### src/common/ordc_consts.svh
// Purpose: shared constants of the octal relay driver control
// Assumes: included by bare name, once per compile unit
// Notes: reset values and widths only; no register map exists
//
// Overview of operation
// RQ1 - serial variant holds an 8-bit shift register copied to latch on chip select rise
// RQ2 - shift bit n drives channel n+1; bit 7 drives channel 8, bit 0 channel 1
// RQ3 - while chip select low, serial input is sampled on each shift clock rise
// RQ4 - chip select low-to-high copies the shift register, all eight outputs change together
// RQ5 - chain output shows last shift stage and changes on shift clock fall
// RQ6 - chain output is the serial input delayed by eight shift clock cycles
// RQ7 - bit 7 goes in first and comes out first on the chain output
// RQ8 - set input low forces every latch and register to one, all outputs on
// RQ9 - asserted set overrides all serial and parallel interface activity
// RQ10 - with reset and set both asserted, reset always wins
// RQ11 - parallel variant: level high turns addressed output on, low turns it off
// RQ12 - three address bits pick one output; address and level latched on chip select rise
// RQ13 - reset input low clears all latches and registers, all outputs off
// RQ14 - shifting more or fewer than eight bits keeps only the latest eight
// RQ15 - with chip select high, serial input and shift clock change nothing
// RQ16 - with chip select high, address and level inputs change nothing
// RQ17 - address value plus one selects the channel, bit 2 most significant
// RQ18 - each channel pulls low open-drain when its latch bit is one, else floats
`ifndef ORDC_CONSTS_SVH
`define ORDC_CONSTS_SVH
`define ORDC_CHAN_COUNT 8
`define ORDC_ADDR_WIDTH 3
`define ORDC_SYNC_STAGES 3
`define ORDC_ALL_OFF 8'h00
`define ORDC_ALL_ON 8'hff
`define ORDC_DRAIN_LEVEL 8'h00
`define ORDC_PIN_IDLE 9'h103
`endif

### src/common/ordc_pkg.sv
// Purpose: types of the octal relay driver control
// Assumes: ordc_consts.svh on the include path
// Notes: pin bundle and open-drain coil bundle
`include "ordc_consts.svh"
package ordc_pkg;
	typedef enum logic {ORDC_SERIAL, ORDC_PARALLEL} ordc_variant_type;
	typedef struct packed {
		logic cs_n;
		logic sclk;
		logic din;
		logic level_select;
		logic addr_bit2;
		logic addr_bit1;
		logic addr_bit0;
		logic set_n;
		logic reset_n;
	} ordc_pins_type;
	typedef struct packed {
		logic [`ORDC_CHAN_COUNT-1:0] out;
		logic [`ORDC_CHAN_COUNT-1:0] oe;
	} ordc_coil_type;
endpackage

### src/rtl/ordc_sync.sv
// Purpose: three-stage pin synchroniser with agreement filter
// Assumes: sys_clk domain, synchronous active-high reset
// Notes: output moves only when stages two and three agree
`timescale 1ns/1ns
module ordc_sync #(
	parameter int WIDTH = 1,
	parameter logic [WIDTH-1:0] RESET_VALUE = '1
) (
	input wire logic sys_clk,
	input wire logic rst,
	input wire logic ce,
	input wire logic [WIDTH-1:0] async_in,
	output logic [WIDTH-1:0] filt
);
	// ==========================================
	// per-bit stages
	genvar i;
	generate
		for (i = 0; i < WIDTH; i++) begin : g_bit
			logic s1, s2, s3, f;
			logic next_f;
			always_comb begin
				next_f = (s2 == s3) ? s3 : f;
			end
			always_ff @(posedge sys_clk) begin
				if (rst) begin
					s1 <= RESET_VALUE[i];
					s2 <= RESET_VALUE[i];
					s3 <= RESET_VALUE[i];
					f <= RESET_VALUE[i];
				end else if (ce) begin
					s1 <= async_in[i];
					s2 <= s1;
					s3 <= s2;
					f <= next_f;
				end
			end
			assign filt[i] = f;
		end
	endgenerate
endmodule // ordc_sync

### src/rtl/ordc_top.sv
// Purpose: control logic of an eight-channel relay driver
// Assumes: all pins asynchronous to sys_clk (10 MHz); shift clock well below it
// Notes: serial or parallel variant chosen by the variant input
`timescale 1ns/1ns
`include "ordc_consts.svh"
module ordc_top (
	input wire logic sys_clk,
	input wire logic rst,
	input wire logic ce,
	input wire ordc_pkg::ordc_variant_type variant,
	input wire ordc_pkg::ordc_pins_type pins,
	output ordc_pkg::ordc_coil_type coil,
	output logic chain_out
);
	import ordc_pkg::*;

	// ==========================================
	// pin synchronisation
	ordc_pins_type pins_f;
	ordc_pins_type pins_prev;
	ordc_pins_type next_pins_prev;
	logic [$bits(ordc_pins_type)-1:0] filt_vec;

	ordc_sync #(
		.WIDTH($bits(ordc_pins_type)),
		.RESET_VALUE(`ORDC_PIN_IDLE)
	) u_sync (
		.sys_clk(sys_clk),
		.rst(rst),
		.ce(ce),
		.async_in(pins),
		.filt(filt_vec)
	);

	assign pins_f = ordc_pins_type'(filt_vec);

	// ==========================================
	// edge and priority decode
	logic cs_rise;
	logic sclk_rise;
	logic sclk_fall;
	logic clear_all;
	logic set_all;
	logic normal;
	logic serial_mode;
	logic selected;
	logic [`ORDC_ADDR_WIDTH-1:0] addr;

	always_comb begin
		cs_rise = !pins_prev.cs_n && pins_f.cs_n;
		sclk_rise = !pins_prev.sclk && pins_f.sclk;
		sclk_fall = pins_prev.sclk && !pins_f.sclk;
		clear_all = !pins_f.reset_n; // RQ13
		set_all = pins_f.reset_n && !pins_f.set_n; // RQ10
		normal = pins_f.reset_n && pins_f.set_n;
		serial_mode = (variant == ORDC_SERIAL);
		selected = !pins_f.cs_n; // RQ15 RQ16
		addr = {pins_f.addr_bit2, pins_f.addr_bit1, pins_f.addr_bit0}; // RQ17
	end

	// ==========================================
	// shift register, latch and chain output
	logic [`ORDC_CHAN_COUNT-1:0] shift_reg;
	logic [`ORDC_CHAN_COUNT-1:0] next_shift;
	logic [`ORDC_CHAN_COUNT-1:0] next_latch;
	logic [`ORDC_CHAN_COUNT-1:0] next_drain;
	logic next_chain;

	always_comb begin
		next_shift = shift_reg;
		next_latch = coil.oe;
		next_chain = chain_out;
		next_drain = `ORDC_DRAIN_LEVEL; // RQ18
		next_pins_prev = pins_f;
		if (clear_all) begin
			next_shift = `ORDC_ALL_OFF; // RQ13
			next_latch = `ORDC_ALL_OFF; // RQ10
			next_chain = 1'b0;
		end else if (set_all) begin
			next_shift = `ORDC_ALL_ON; // RQ8
			next_latch = `ORDC_ALL_ON; // RQ9
			next_chain = 1'b1;
		end else if (serial_mode) begin
			if (selected && sclk_rise) begin
				next_shift = {shift_reg[`ORDC_CHAN_COUNT-2:0], pins_f.din}; // RQ3 RQ7 RQ14
			end
			if (selected && sclk_fall) begin
				next_chain = shift_reg[`ORDC_CHAN_COUNT-1]; // RQ5 RQ6 RQ7
			end
			if (cs_rise) begin
				next_latch = shift_reg; // RQ1 RQ2 RQ4
			end
		end else begin
			if (cs_rise) begin
				next_latch[addr] = pins_f.level_select; // RQ11 RQ12
			end
		end
	end

	always_ff @(posedge sys_clk) begin
		if (rst) begin
			pins_prev <= ordc_pins_type'(`ORDC_PIN_IDLE);
			shift_reg <= `ORDC_ALL_OFF;
			coil.oe <= `ORDC_ALL_OFF;
			coil.out <= `ORDC_DRAIN_LEVEL;
			chain_out <= 1'b0;
		end else if (ce) begin
			pins_prev <= next_pins_prev;
			shift_reg <= next_shift;
			coil.oe <= next_latch; // RQ18
			coil.out <= next_drain;
			chain_out <= next_chain;
		end
	end
endmodule // ordc_top

### config.mk
export PLATFORM = sky130hd
export DESIGN_NAME = ordc_top
export DESIGN_NICKNAME = d
export VERILOG_FILES = /design/src/common/ordc_pkg.sv /design/src/rtl/ordc_sync.sv /design/src/rtl/ordc_top.sv
export VERILOG_INCLUDE_DIRS = /design/src /design/src/common
export SDC_FILE = /design/constraint.sdc
export NUM_CORES = 1
export LEC_CHECK = 0
export BUFFER_PORTS_ARGS = -buffer_cell sky130_fd_sc_hd__buf_2
export CORE_MARGIN = 5
export CORE_UTILIZATION = 30
export CTS_BUF_LIST = sky130_fd_sc_hd__clkbuf_8 sky130_fd_sc_hd__clkbuf_16
export DETAILED_ROUTE_END_ITERATION = 10
export HOLD_SLACK_MARGIN = 0.1
export SYNTH_ARGS = -nofsm -noshare
export SYNTH_HDL_FRONTEND = slang
export SYNTH_SLANG_ARGS = --single-unit
### constraint.sdc
create_clock -name sys_clk -period 2.5 [get_ports sys_clk]
set_input_delay 0.5 -clock sys_clk [delete_from_list [all_inputs] [get_ports sys_clk]]
set_output_delay 0.5 -clock sys_clk [all_outputs]
set_load 0.05 [all_outputs]
=== Word-level counts from Yosys, hierarchy flattened ===
Index checks and enable logic that the tools add are counted.

* Input port bits: 13
* Bits in read-only memories: 0
* Memories: 0
* Register bits: 55
* RAM bits: 0
* Bits in latches: 0
* Logic and storage cells: 96

* Bitwise logic cells: 0
* Reduce and logical (&&, ||, !) cells: 24
* Shift operators: 0
* $add $sub $neg: 0
* Equality and inequality tests: 13
* Magnitude comparators: 2
* Divide/modulo/power cells: 0
* Multiplexer cells: 16
* $mul: 0

{| class="wikitable"
|+ Operators by type and width
! operator !! number
|-
| $mux 8 || 9
|-
| $reduce_and 2->1 || 10
|-
| $ne 3x3->1 const B || 4
|-
| $eq 1x1->1 || 9
|-
| $bwmux 8 || 1
|-
| $logic_and 1x1->1 || 7
|-
| $reduce_and 3->1 || 2
|-
| $logic_not 1->1 || 5
|-
| $mux 1 || 5
|-
| $lt 3x4->1 const B || 1
|-
| $demux 1 s3 || 1
|-
| $ge 3x1->1 const B || 1
|}

=== Logic depth before layout (Yosys ltp) ===
* Depth after elaboration: 9
* Mapped depth: 5
* Mapped depth without buffers: 4

=== By module ===
Synthesis repeated with hierarchy kept, for this count alone.

* Cell total of the unflattened synthesis: 276
* Area total of the unflattened synthesis: 2,514.9 µm²

{| class="wikitable"
|+ By module, submodules not included
! module !! times used !! area each (µm²) !! cells each !! seq. area each (µm²)
|-
| ordc_sync || 1 || 1,430.1 || 148 || 720.7
|-
| ordc_top || 1 || 1,084.8 || 128 || 380.4
|}

=== Least setup slack after synthesis ===
No wires, ideal clock.

* Path type: input-to-reg
* From: in variant
* To: reg shift_reg[7]
* Setup slack: 0.917 ns
* Library setup time: 0.119 ns
* Data required time: 2.381 ns
* Stages: 4
* Arrival time: 1.464 ns
* Cell sequence: nand2b_1 -> or4_1 -> buf_2 -> o221a_1

* Word-level cells in the longest chain between the ends: 2

{| class="wikitable"
|+ Ends and longest elaborated chain
! item !! line !! source
|-
| start, declared || ordc_top.sv:10 || <nowiki>input wire ordc_pkg::ordc_variant_type variant,</nowiki>
|-
| $ne 3x3->1 (no source line) || - ||
|-
| $reduce_and 3->1 (no source line) || - ||
|-
| end signal, assigned || ordc_top.sv:103 || <nowiki>shift_reg <= `ORDC_ALL_OFF;</nowiki>
|-
| end signal, assigned || ordc_top.sv:109 || <nowiki>shift_reg <= next_shift;</nowiki>
|-
| end, declared || ordc_top.sv:63 || <nowiki>logic [`ORDC_CHAN_COUNT-1:0] shift_reg;</nowiki>
|}

Every way passes these cells.
A chain may end at the register's enable or synchronous reset.

=== Final worst setup path ===
* From: reg u_sync.g_bit[1].f
* To: reg shift_reg[6]

* Word-level cells in the longest chain between the ends: 4
* Elaborated cells between the ends (all ways): 7

{| class="wikitable"
|+ Ends and longest elaborated chain
! item !! line !! source
|-
| start, declared || ordc_sync.sv:20 || <nowiki>logic s1, s2, s3, f;</nowiki>
|-
| start signal, assigned || ordc_sync.sv:30 || <nowiki>f <= RESET_VALUE[i];</nowiki>
|-
| start signal, assigned || ordc_sync.sv:35 || <nowiki>f <= next_f;</nowiki>
|-
| $logic_not 1->1 (*) || ordc_top.sv:54 || <nowiki>set_all = pins_f.reset_n && !pins_f.set_n;</nowiki>
|-
| $logic_and 1x1->1 (*) || ordc_top.sv:54 ||
|-
| $ne 3x3->1 (no source line) / $mux 8 (equally long branches) || - ||
|-
| $reduce_and 3->1 (no source line) / $mux 8 (equally long branches) || - ||
|}

Every way passes the cells marked *; elsewhere a longest branch is shown, timed or not.

==> metrics.md <==
| Metric | Value |
|---|---|
| Synth top area cells | dfxtp_1 (45%), mux2i_1 (9.0%), a21oi_1 (6.0%) |
| Startpoint types | flop |
| Max Clk Rate | 600 MHz |
| Post-CTS Hold Fix Bufs | 0 |
| Clock Path Buffers | 2 |
| Core area | 7810 sq um |
| FP Rows | 32 |
| Top FF cell, synth | dfxtp_1 |
| Most frequent cell after synthesis | dfxtp_1 |
| Cell Pwr Density | 573 nW/um^2 |
| Routed Antenna Nets | 0 |
| Layout cells sized above 1 | 12.0% |
| Slew Viols, Final | 0 |
| Final HPWL DP | 3.46 mm |
| Syn Inst Count | ~270 |
| Design Area, Final | 2680 sq um |
| Unrepaired setup endpoints after global routing | false |
| Worst skew pair latency | 300 ps |
| Setup TNS | 0 ps |
| Ys async rst share | 0% |
| Cts repair resizes | 0 |
| Post-synthesis sequential area ratio | ~45% |
| Vias in the first global route | about 1,800 |
| First-pass GRT wire length | 8.30 mm |
| GPL Wtd Cong | 0.792 |
| GRT Util Overall | 10.1% |
| Final Hold Vio Count | 0 |
| Status | completed |
| H-tree depth | 2 |
| Arrival time at the worst endpoint | 1870 ps |
| Total iterations of the first detailed-routing run | 4 |
| Final nets | around 300 |
| Final worst path period need | 1670 ps |
| Synth top area share | 45.2% |
| Post-Syn Area | 2440 sq um |
| Clk_skew | 8.13 ps |
| Most frequent cells after synthesis | dfxtp_1 (55), a21oi_1 (29), nor2_1 (27), mux2i_1 (22), o21ai_0 (17) |
| Hold WC Path Type | in2reg |
| Initial Utilization | about 31% |
| Area of the multi-input gates | 1220 sq um |
| Register area | about 1100 sq um |
| Post-synth cell types | 31 |
| Crit end category | flop |
| Gr ovfl total | 0 |
| Placement Setup Slack | 570 ps |
| Layout Utilization | 34.3% |
| Post-synth top area cell | dfxtp_1 |
| Max FO, Critical Path | 14 |
| Post-synth EDFFs | 0 |
| Port bufs | 21 |
| Post-Syn Area per Cell | 9.09 sq um |
| Antenna fix cells | 0 |
| Synthesized flop and latch total | 55 |
| Post-CTS setup buffer count | 0 |
| Area grow syn2layout | 9.96% |
| Die width | 100 microns |
| Worst reg-to-reg setup slack | approximately 830 ps |
| TritonCTS Buffers | 5 |
| Total number of vias | ~1,900 |
| Via density | 4.92 |
| Total wire length | 4.99 mm |
| Worst VDD drop | 0.254 mV |
| Die Footprint | 10,000 sq um |
| Fillers | around 820 |
| Sink Count | 55 |
| Ys Warns | 0 |
| Clock Pin Slew Worst Setup and Hold Paths | 100 ps |
| Die Y | about 100 microns |
| Endpoints failing setup | 0 |
| Initial antenna violation count | 0 |
| Hold slack final | about 400 ps |
| TritonCTS clock tree | built |
| Relative max-transition margin | 59.0% |
| Post-DP Area | 2590 sq um |
| P_leak | 1.12 nW |
| Pin count of the biggest net entering global routing | 36 |
| DR iter-0 viols | a little under 70 |
| Final setup margin | 832 ps |
| DR DRC count | 0 |
| Fin crit share | 66.7% |
| Crit Path Class | reg2reg |
| Max Cap Violations | 0 |
| WL/cell | 13.0 microns |
| Worst Path Required | 2710 ps |
| Root Buffer | clkbuf_8 |
| Worst slew pin tran | 616 ps |
| Io pins | 30 |
[layer usage]
layer / GRT usage [%] / wire, microns
met5: 0 / 0
met3: 2.36 / 218
met4: 3.01 / 52
met2: 16.1 / 2250
met1: 13.6 / 2470
[path summary, 6_finish.rpt]
path                                       start                         endpoint  cells after the start
setup / recovery  u_sync.g_bit[1].f$_SDFFE_PP1P_        shift_reg[6]$_SDFFE_PP0P_                      4
hold / removal                           pins[0]  u_sync.g_bit[0].s1$_SDFFE_PP1P_                      2
setup reg to reg  u_sync.g_bit[1].f$_SDFFE_PP1P_        shift_reg[6]$_SDFFE_PP0P_                      4
hold reg to reg        pins_prev[8]$_SDFFE_PP1P_        pins_prev[8]$_SDFFE_PP1P_                      1
[critical path, cell delays in order (launching register included)]
cell	delay, ps
dfxtp_1	320
buf_4	190
nand2b_1	130
or4_1	650
o221a_1	290
[kinds of logic after synthesis]
| family | Yosys count | synth area share, % |
|---|---|---|
| AO/OA/AOI/OAI | 83 | 23.0 |
| buffers and inverters | 28 | 5.86 |
| flip-flops | 55 | 45.2 |
| multiplexers | 22 | 9.04 |
| other | 1 | 0.154 |
| AND/OR/NAND/NOR | 79 | 16.8 |
[through the flow]
| step | power, mW | std cells |
|---|---|---|
| after floorplan | 1.05 | 275 |
| after global placement | 1.07 | 377 |
| after detailed placement | 1.08 | 377 |
| after CTS | 1.55 | 385 |
| after global routing | 1.62 | 385 |
| final | 1.53 | 385 |
[layout by cell type (no fill, tap or decap), types with 10 or more instances in the layout]
cell      count
dfxtp_1      55
a21oi_1      29
nor2_1       27
mux2i_1      22
buf_2        21
o21ai_0      17
nand2b_1     16
nand2_1      11
nor2b_1      11
a211o_1      10
[power by group]
| part | internal [mW] | total, mW | switching (mW) | leakage [nW] |
|---|---|---|---|---|
| Combinational | 0.0500 | 0.143 | 0.0931 | 0.628 |
| Clock | 0.193 | 0.477 | 0.284 | 0.0453 |
| Sequential | 0.899 | 0.914 | 0.0143 | 0.448 |
| Total | 1.14 | 1.53 | 0.392 | 1.12 |
[final cells by class]
cell class              count  share of cell area, %
inverters                   3                  0.420
clock buffers               5                   2.57
clock inverters             3                  0.607
repair buffers             25                   5.04
well taps                 102                   4.76
flip-flops and latches     55                   41.1
multi-input cells         192                   45.5
Power figures use the tool's default switching activity.
